===== src/design/spf_pkg.sv =====
// Constants, types and register map of the setup panel and fault indicator
// Summary of operation
// - Dec shows group, inc shows device part
// - Both keys held four seconds: edit, flashing
// - In edit, keys lower or raise address
// - Twenty seconds idle in edit: save, reset
// - No fault: three steady dots, no number
// - Active fault shows its code flashing
// - Show only the top-priority (lowest-code) active fault
// - Fault codes one to sixteen, eleven unused
// - Codes 1,2,4,10,12,13,16 open output switch
// - Other faults displayed, output switch unchanged
// - Motor-blocked opens switch after five seconds
// - Setup keys forward parameter edits to network
// - Guider lock closed holds actuator position
package spf_pkg;

  localparam int CLK_MHZ = 250;
  localparam int MS_NS = 1000000;
  // One millisecond of sys_clk; above 4096 so the top takes it as parameter
  localparam int MS_CYCLES = MS_NS / 1000 * CLK_MHZ;

  localparam logic [14:0] EDIT_HOLD_MS = 15'h0fa0;   // 4000 ms
  localparam logic [14:0] SAVE_IDLE_MS = 15'h4e20;   // 20000 ms
  localparam logic [14:0] BLOCKED_MS = 15'h1388;     // 5000 ms
  localparam logic [14:0] FLASH_MS = 15'h01f4;       // 500 ms per phase

  localparam int NUM_FAULTS = 16;
  // Bit k stands for fault code k+1
  localparam logic [15:0] SIGNAL_MASK = 16'h9a0b;
  localparam int BLOCKED_BIT = 12;

  localparam logic [2:0] GROUP_RST = 3'h0;
  localparam logic [3:0] DEVICE_RST = 4'h5;
  localparam logic [3:0] DEVICE_MIN = 4'h1;
  localparam logic [3:0] DEVICE_MAX = 4'hf;
  localparam logic [2:0] GROUP_MAX = 3'h7;

  localparam logic [7:0] REG_CTRL = 8'h00;
  localparam logic [7:0] REG_STATUS = 8'h04;
  localparam logic [7:0] REG_MASK = 8'h08;
  localparam logic [7:0] REG_ADDR = 8'h0c;
  localparam logic [7:0] REG_FAULT = 8'h10;
  localparam logic [7:0] REG_PANEL = 8'h14;

  localparam int IRQ_FAULT = 0;
  localparam int IRQ_SAVED = 1;
  localparam int IRQ_KEY = 2;
  localparam int IRQ_LOCK = 3;
  localparam int NUM_IRQ = 4;

  localparam int KEY_SETUP = 0;
  localparam int KEY_DEC = 1;
  localparam int KEY_INC = 2;

  typedef enum logic [1:0] {ST_IDLE, ST_VIEW, ST_EDIT} spf_state_e;

endpackage


===== src/design/spf_tick_div.sv =====
// Millisecond enable divider
module spf_tick_div #(
  parameter int unsigned CYCLES = 250000
) (
  input wire logic sys_clk,
  input wire logic rst_n,
  output logic msTick
);

  logic [31:0] cnt_ff;

  always_ff @(posedge sys_clk or negedge rst_n) begin
    if (!rst_n) begin
      cnt_ff <= 32'h0;
      msTick <= 1'b0;
    end else if (cnt_ff == 32'(CYCLES - 1)) begin
      cnt_ff <= 32'h0;
      msTick <= 1'b1;
    end else begin
      cnt_ff <= cnt_ff + 32'h1;
      msTick <= 1'b0;
    end
  end

endmodule


===== src/design/spf_fault_prio.sv =====
// Priority selection of the displayed fault code
module spf_fault_prio (
  input wire logic [15:0] faults,
  output logic [4:0] code
);

  // Lowest code wins; zero means nothing active
  function automatic logic [4:0] lowest_code(input logic [15:0] f);
    logic [4:0] c;
    c = 5'h0;
    for (int i = spf_pkg::NUM_FAULTS - 1; i >= 0; i--) begin
      if (f[i]) begin
        c = 5'(i + 1);
      end
    end
    return c;
  endfunction

  assign code = lowest_code(faults);

endmodule


===== src/design/spf_panel.sv =====
// Setup panel, address editor, fault display and fault output with APB
module spf_panel #(
  parameter int unsigned MS_CYCLES = spf_pkg::MS_CYCLES
) (
  input wire logic sys_clk,
  input wire logic rst_n,
  input wire logic psel,
  input wire logic penable,
  input wire logic pwrite,
  input wire logic [7:0] paddr,
  input wire logic [31:0] pwdata,
  output logic [31:0] prdata,
  output logic pready,
  output logic pslverr,
  output logic irq,
  input wire logic keySetup,
  input wire logic keyDec,
  input wire logic keyInc,
  input wire logic [15:0] faultIn,
  input wire logic guiderLock,
  output logic [7:0] dispNumber,
  output logic dispNumOn,
  output logic [2:0] dispDots,
  output logic faultSwitch,
  output logic holdPosition,
  output logic [2:0] addrGroup,
  output logic [3:0] addrDevice,
  output logic nvSave,
  output logic swReset,
  output logic [2:0] paramKeyEvt
);

  typedef struct packed {
    spf_pkg::spf_state_e st;
    logic [2:0] keyPrev;
    logic [14:0] holdMs;
    logic [14:0] idleMs;
    logic [14:0] blkMs;
    logic [14:0] flashMs;
    logic flashOn;
    logic [2:0] group;
    logic [3:0] device;
    logic setupEn;
    logic [3:0] irqStat;
    logic [3:0] irqMask;
    logic anyPrev;
    logic lockPrev;
    logic saved;
    logic [31:0] prdata;
    logic pready;
    logic pslverr;
    logic irq;
    logic [7:0] dispNumber;
    logic dispNumOn;
    logic [2:0] dispDots;
    logic faultSwitch;
    logic holdPos;
    logic nvSave;
    logic swReset;
    logic [2:0] paramKeyEvt;
  } spf_state_s;

  // Register selects; the unused code falls to the unmapped branch
  typedef enum logic [2:0] {
    SEL_CTRL,
    SEL_STATUS,
    SEL_MASK,
    SEL_ADDR,
    SEL_FAULT,
    SEL_PANEL,
    SEL_NONE
  } spf_sel_e;

  // Reads and writes share one decoder so they always agree on the map
  function automatic spf_sel_e reg_select(input logic [7:0] a);
    spf_sel_e s;
    unique case (a)
      spf_pkg::REG_CTRL: s = SEL_CTRL;
      spf_pkg::REG_STATUS: s = SEL_STATUS;
      spf_pkg::REG_MASK: s = SEL_MASK;
      spf_pkg::REG_ADDR: s = SEL_ADDR;
      spf_pkg::REG_FAULT: s = SEL_FAULT;
      spf_pkg::REG_PANEL: s = SEL_PANEL;
      default: s = SEL_NONE;
    endcase
    return s;
  endfunction

  localparam spf_state_s RST_STATE = '{
    st: spf_pkg::ST_IDLE,
    group: spf_pkg::GROUP_RST,
    device: spf_pkg::DEVICE_RST,
    faultSwitch: 1'b1,
    default: '0
  };

  spf_state_s cur_ff;
  spf_state_s nxt_cur;

  logic msTick;
  logic [4:0] shownCode;
  logic [2:0] keys;
  logic [2:0] keyRise;
  logic [15:0] signalFaults;
  logic blockedLong;
  logic setupAcc;
  logic wrAcc;
  logic [3:0] irqSet;
  logic [3:0] irqClr;
  spf_sel_e regSel;

  spf_tick_div #(
    .CYCLES(MS_CYCLES)
  ) u_tick (
    .sys_clk(sys_clk),
    .rst_n(rst_n),
    .msTick(msTick)
  );

  spf_fault_prio u_prio (
    .faults(faultIn),
    .code(shownCode)
  );

  assign keys = {keyInc, keyDec, keySetup};
  assign keyRise = keys & ~cur_ff.keyPrev;
  assign setupAcc = psel && !penable;
  assign wrAcc = psel && penable && pwrite;
  assign regSel = reg_select(paddr);
  assign blockedLong = cur_ff.blkMs == spf_pkg::BLOCKED_MS;

  // Motor-blocked reaches the output only once it has lasted long enough
  always_comb begin
    signalFaults = faultIn & spf_pkg::SIGNAL_MASK;
    signalFaults[spf_pkg::BLOCKED_BIT] =
      faultIn[spf_pkg::BLOCKED_BIT] && blockedLong;
  end

  always_comb begin
    logic bothHeld;
    logic anyHeld;
    logic anyFault;
    logic [6:0] addr;
    bothHeld = keyDec && keyInc;
    anyHeld = |keys;
    anyFault = |faultIn;
    addr = {cur_ff.group, cur_ff.device};
    nxt_cur = cur_ff;
    irqSet = 4'h0;
    irqClr = 4'h0;
    nxt_cur.keyPrev = keys;
    nxt_cur.nvSave = 1'b0;
    nxt_cur.swReset = 1'b0;
    nxt_cur.paramKeyEvt = 3'h0;
    nxt_cur.pready = 1'b1;

    // Flash phase runs free so all flashing displays blink together
    if (msTick) begin
      if (cur_ff.flashMs == spf_pkg::FLASH_MS - 15'h1) begin
        nxt_cur.flashMs = 15'h0;
        nxt_cur.flashOn = !cur_ff.flashOn;
      end else begin
        nxt_cur.flashMs = cur_ff.flashMs + 15'h1;
      end
    end

    if (!faultIn[spf_pkg::BLOCKED_BIT]) begin
      nxt_cur.blkMs = 15'h0;
    end else if (msTick && !blockedLong) begin
      nxt_cur.blkMs = cur_ff.blkMs + 15'h1;
    end

    unique case (cur_ff.st)
      spf_pkg::ST_IDLE: begin
        nxt_cur.holdMs = 15'h0;
        if (bothHeld) begin
          nxt_cur.st = spf_pkg::ST_VIEW;
        end else if (cur_ff.setupEn) begin
          nxt_cur.paramKeyEvt = keyRise;
        end
      end
      spf_pkg::ST_VIEW: begin
        if (!anyHeld) begin
          nxt_cur.st = spf_pkg::ST_IDLE;
        end else if (!bothHeld) begin
          nxt_cur.holdMs = 15'h0;
        end else if (cur_ff.holdMs == spf_pkg::EDIT_HOLD_MS) begin
          nxt_cur.st = spf_pkg::ST_EDIT;
          nxt_cur.idleMs = 15'h0;
        end else if (msTick) begin
          nxt_cur.holdMs = cur_ff.holdMs + 15'h1;
        end
      end
      spf_pkg::ST_EDIT: begin
        // Device part stays within 1..F, group within 0..7
        if (keyRise[spf_pkg::KEY_INC] && !keyDec && addr != 7'h7f) begin
          if (cur_ff.device == spf_pkg::DEVICE_MAX) begin
            nxt_cur.device = spf_pkg::DEVICE_MIN;
            nxt_cur.group = cur_ff.group + 3'h1;
          end else begin
            nxt_cur.device = cur_ff.device + 4'h1;
          end
        end else if (keyRise[spf_pkg::KEY_DEC] && !keyInc && addr != 7'h01) begin
          if (cur_ff.device == spf_pkg::DEVICE_MIN) begin
            nxt_cur.device = spf_pkg::DEVICE_MAX;
            nxt_cur.group = cur_ff.group - 3'h1;
          end else begin
            nxt_cur.device = cur_ff.device - 4'h1;
          end
        end
        if (anyHeld) begin
          nxt_cur.idleMs = 15'h0;
        end else if (cur_ff.idleMs == spf_pkg::SAVE_IDLE_MS) begin
          nxt_cur.st = spf_pkg::ST_IDLE;
          nxt_cur.nvSave = 1'b1;
          nxt_cur.saved = 1'b1;
          irqSet[spf_pkg::IRQ_SAVED] = 1'b1;
        end else if (msTick) begin
          nxt_cur.idleMs = cur_ff.idleMs + 15'h1;
        end
      end
      // A corrupted state code falls back to idle rather than locking up
      default: begin
        nxt_cur.st = spf_pkg::ST_IDLE;
      end
    endcase

    // Reset follows the save by one cycle so storage sees the address first
    if (cur_ff.saved) begin
      nxt_cur.saved = 1'b0;
      nxt_cur.swReset = 1'b1;
    end

    // Display
    nxt_cur.dispDots = 3'h0;
    nxt_cur.dispNumOn = 1'b1;
    unique case (cur_ff.st)
      spf_pkg::ST_VIEW: begin
        if (bothHeld) begin
          nxt_cur.dispNumber = {1'b0, addr};
        end else if (keyDec) begin
          nxt_cur.dispNumber = {5'h0, cur_ff.group};
        end else begin
          nxt_cur.dispNumber = {4'h0, cur_ff.device};
        end
      end
      spf_pkg::ST_EDIT: begin
        nxt_cur.dispNumber = {1'b0, addr};
        nxt_cur.dispNumOn = cur_ff.flashOn;
      end
      spf_pkg::ST_IDLE: begin
        if (shownCode != 5'h0) begin
          nxt_cur.dispNumber = {3'h0, shownCode};
          nxt_cur.dispNumOn = cur_ff.flashOn;
        end else begin
          nxt_cur.dispNumber = 8'h0;
          nxt_cur.dispNumOn = 1'b0;
          nxt_cur.dispDots = 3'h7;
        end
      end
      default: nxt_cur.dispNumber = 8'h0;
    endcase

    nxt_cur.faultSwitch = ~|signalFaults;
    nxt_cur.holdPos = guiderLock;
    nxt_cur.anyPrev = anyFault;
    nxt_cur.lockPrev = guiderLock;
    irqSet[spf_pkg::IRQ_FAULT] = anyFault && !cur_ff.anyPrev;
    irqSet[spf_pkg::IRQ_LOCK] = guiderLock != cur_ff.lockPrev;
    irqSet[spf_pkg::IRQ_KEY] = |nxt_cur.paramKeyEvt;

    // APB: zero wait states, read data captured in the setup cycle
    if (setupAcc) begin
      nxt_cur.pslverr = 1'b0;
      nxt_cur.prdata = 32'h0;
      unique case (regSel)
        SEL_CTRL: nxt_cur.prdata = {31'h0, cur_ff.setupEn};
        SEL_STATUS: nxt_cur.prdata = {28'h0, cur_ff.irqStat};
        SEL_MASK: nxt_cur.prdata = {28'h0, cur_ff.irqMask};
        SEL_ADDR: nxt_cur.prdata = {25'h0, addr};
        SEL_FAULT: nxt_cur.prdata = {11'h0, shownCode, faultIn};
        SEL_PANEL: begin
          nxt_cur.prdata = {25'h0, cur_ff.faultSwitch, cur_ff.holdPos,
            cur_ff.st, keys};
        end
        default: nxt_cur.pslverr = 1'b1;
      endcase
    end
    if (wrAcc) begin
      unique case (regSel)
        SEL_CTRL: nxt_cur.setupEn = pwdata[0];
        SEL_STATUS: irqClr = pwdata[3:0];
        SEL_MASK: nxt_cur.irqMask = pwdata[3:0];
        default: ;
      endcase
    end

    // A new event wins over a clear in the same cycle
    nxt_cur.irqStat = (cur_ff.irqStat & ~irqClr) | irqSet;
    nxt_cur.irq = |(nxt_cur.irqStat & nxt_cur.irqMask);
  end

  always_ff @(posedge sys_clk or negedge rst_n) begin
    if (!rst_n) begin
      cur_ff <= RST_STATE;
    end else begin
      cur_ff <= nxt_cur;
    end
  end

  assign prdata = cur_ff.prdata;
  assign pready = cur_ff.pready;
  assign pslverr = cur_ff.pslverr;
  assign irq = cur_ff.irq;
  assign dispNumber = cur_ff.dispNumber;
  assign dispNumOn = cur_ff.dispNumOn;
  assign dispDots = cur_ff.dispDots;
  assign faultSwitch = cur_ff.faultSwitch;
  assign holdPosition = cur_ff.holdPos;
  assign addrGroup = cur_ff.group;
  assign addrDevice = cur_ff.device;
  assign nvSave = cur_ff.nvSave;
  assign swReset = cur_ff.swReset;
  assign paramKeyEvt = cur_ff.paramKeyEvt;

endmodule


===== config.mk =====
export PLATFORM = sky130hd
export DESIGN_NAME = spf_panel
export DESIGN_NICKNAME = d
export VERILOG_FILES = /design/src/design/spf_pkg.sv /design/src/design/spf_tick_div.sv /design/src/design/spf_fault_prio.sv /design/src/design/spf_panel.sv
export SDC_FILE = /design/constraint.sdc
export NUM_CORES = 1
export LEC_CHECK = 0
export BUFFER_PORTS_ARGS = -buffer_cell sky130_fd_sc_hd__buf_2
export CAP_MARGIN = 15
export CORE_MARGIN = 4
export CORE_UTILIZATION = 45
export DETAILED_ROUTE_END_ITERATION = 10
export GPL_TIMING_DRIVEN = 0
export PLACE_DENSITY = 0.66
export SLEW_MARGIN = 10
export SYNTH_ARGS = -nofsm -noshare
export SYNTH_HDL_FRONTEND = slang
export SYNTH_HIERARCHICAL = 1
export SYNTH_SLANG_ARGS = --single-unit

===== constraint.sdc =====
create_clock -name sys_clk -period 2.7 [get_ports sys_clk]
set_input_delay 0.135 -clock sys_clk [delete_from_list [all_inputs] [get_ports sys_clk]]
set_output_delay 0.135 -clock sys_clk [all_outputs]
set_load 0.1 [all_outputs]

==> results.md <==
- Commonest non-fill, non-tap cell in the layout: dfrtp_1
- HP Class: primary input to register
- Flop pwr share: 0.452
- Setup Skew: 0.0139 ns
- Post-layout utilization of the core: 0.541
- Input/output buffers: 85
- Clk_lat worst skew: 0.43 ns
- Clock Sink Count: 157
- Register area share after synthesis: 0.455
- Routed Wire Length: 19,800 µm
- DIE WIDTH: 147 µm
- Maximum VDD drop: 0.455 mV
- TritonRoute pass-1 iters: 5
- WL met3: 736 µm
- Distinct cells, synth: 87
- Met1 WL: 9630 µm
- CTS tree: built
- Share of the synthesized area in the top cell type: 0.446
- Critical Path RT: 3.02 ns
- DR vias: 6,970
- DP Cell Count: 1,252
- Cell Int Power: 3.84 mW
- Finished Layout Cells: 1,299
- Initial drt markers: 419
- DIE AREA: 21,500 µm²
- Crit-path max FO: 10
- Post-layout net count: 1,104
- Top routing layer used: met4
- Setup CP Type: register to register
- Post-layout min period: 2.45 ns
- EDFF count, synth: 0
- # DRC: 0
- Total GRT Usage: 0.189
- Ant diodes: 0
- Global-route wire length before repair: 34,000 µm
- Switching power: 1.48 mW
- Synth warnings: 6
- Avg Inst Size Synth: 9.66 µm²
- Worst Max-Slew Pin Slew: 1.08 ns
- RSZ-0062 raised after global routing: no
- FP Rows: 50
- Fin Setup TNS: 0 ns
- Clock transition at path regs: 0.07 ns
- Hpwl dp: 14,100 µm
- GP Congestion: 0.844
- Largest net degree at the start of global routing: 101
- Max Fclk: 0.408 GHz
- Ys async rst share: 1.00
- Arrival @ worst endpoint: 2.77 ns
- Outcome: finished, final reports clean
- Share of total power in the clock network: 0.431
- Num CTS Buffers: 17
- PwrDens: 522 nW/µm²
- Grt total ovfl: 0
- Met2 WL: 9080 µm
- Layout cells sized above 1: 0.217
- Sw frac: 0.278
- Vias per cell: 5.37
- Worst path cell trace: clkbuf_1, nand3_1, o21ai_0, clkbuf_2, fa_1, mux2_2
- Max incr delay on CP: 0.54 ns
- Max-slew violations: 0
- Post-Synthesis Cells: 895
- CP max stage cell: dfstp_2
- Final Hold Fails: 0
- Initial Util: 0.459
- CP startpoint kind: register
- CP Capture Type: register
- Synth area leader: dfrtp_1
- Core area: 18,800 µm²
- FF+latch count, synth: 157
- Avg WL per Cell: 15.2 µm
- Total Power: 5.32 mW
- Final setup fails: 0
- Root Driver: clkbuf_16
- I/O pin cnt: 126
- Ranking of synthesized cells by area: dfrtp_1 45%, buf_4 4.7%, xnor2_1 3.5%
- Leakage: 4.65 nW
- Longest Clk Path Bufs: 2
- Commonest non-fill, non-tap cells in the layout: 154 x dfrtp_1, 92 x buf_2, 80 x nand2_1
- Layout area overhead: 17.9%
- Mapped Area: 8640 µm²
- Comb power frac: 0.117
- Initial antenna violation count: 0
- Final period util: 0.908
- Number of global-route vias before repair: 6,754
- Die height: 147 µm
- Max H-tree Level: 4
- Synth Flop Type: dfrtp_1
- # Max-Cap Violations: 0
- Antenna viol nets, final: 0
- Slew headroom: 0.270
[layer usage]
| layer | vias up | global-route usage |
|---|---|---|
| met5 | - | 0 |
| met1 | 3360 | 0.267 |
| met3 | 24 | 0.0310 |
| met4 | 0 | 0.0654 |
| met2 | 149 | 0.298 |
| li1 | 3437 | - |
[timing repair]
action	in CTS	in global routing
hold buffers	15	0
buffers inserted	0	0
setup endpoints to repair	0	2
gates resized for setup	0	3
hold endpoints to repair	72	0
[final timing paths]
path | to | slack [ns] | cells after the start | start
max | addrGroup[1] | 0.25 | 6 | addrDevice[2]
min | prdata[14] | 0.02 | 2 | faultIn[14]
max reg2reg | addrGroup[1] | 0.25 | 6 | addrDevice[2]
min reg2reg | swReset | 0.38 | 0 | cur_ff[54]
max in group asynchronous | addrDevice[2] | 1.64 | 3 | rst_n
min in group asynchronous | prdata[16] | 0.22 | 2 | rst_n
[through the flow]
stage | setup WS [ns] | area, µm² | hold slack [ns]
after global routing | 0.00336 | 10200 | 0.0248
after CTS | 0.0855 | 10200 | 0.00414
after global placement | -0.946 | 9440 | 0.272
after floorplan | 0.250 | 8690 | -0.161
final | 0.248 | 10200 | 0.0174
after detailed placement | -0.140 | 9470 | 0.0900
[power groups by stage]
stage	logic [mW]	registers, mW	clock network [mW]
detailed placement	0.606	2.45	0
global placement	0.597	2.45	0
finish	0.623	2.41	2.29
floorplan	0.368	2.51	0
CTS	0.626	2.41	2.35
global route	0.671	2.41	2.45
[critical path, delay by kind of cell (launching register included)]
family,cells,cell delay [ns]
multiplexers,1,0.26
adder cells (fa/ha/maj),1,0.44
buffers and inverters,2,0.64
flip-flops,1,0.54
AO/OA/AOI/OAI,1,0.30
AND/OR/NAND/NOR,1,0.15
[area by class of cell]
class	count	area, µm²
clock buffers	20	447
fillers	1699	8640
repair buffers	101	613
flip-flops and latches	157	3930
plain buffers	88	553
well taps	260	325
inverters	30	113
multi-input cells	631	4100
clock inverters	12	113
[state kept, by name, summed over array words and instances (netlist names), 3 cells and up]
name,cells
prdata,21
addrGroup,3
cur_ff,77
u_tick/cnt_ff,32
addrDevice,4
dispNumber,7
paramKeyEvt,3
[cells by family (layout without fill, tap and decap cells)]
kind of cell,after synthesis,count (layout),synth area share
muxes,14,14,0.0181
buffers and inverters,118,251,0.0769
adders and majority gates,13,13,0.0197
DFF,157,157,0.455
AOI/OAI and AO/OA,159,159,0.126
xor gates and xnor gates,58,58,0.0588
other,2,13,0.000869
and+or+nand+nor,374,374,0.245
[Yosys cell counts, drive strengths merged (23+ instances only)]
master and number:
o21ai 42, xnor2 35, nor3 24, buf 63, and2 26, nor2 57, a21oi 24, nand2 81
xor2 23, nand4 40, dfrtp 154, nand3 38, clkbuf 25, inv 30
Power figures use the tool's default switching activity.
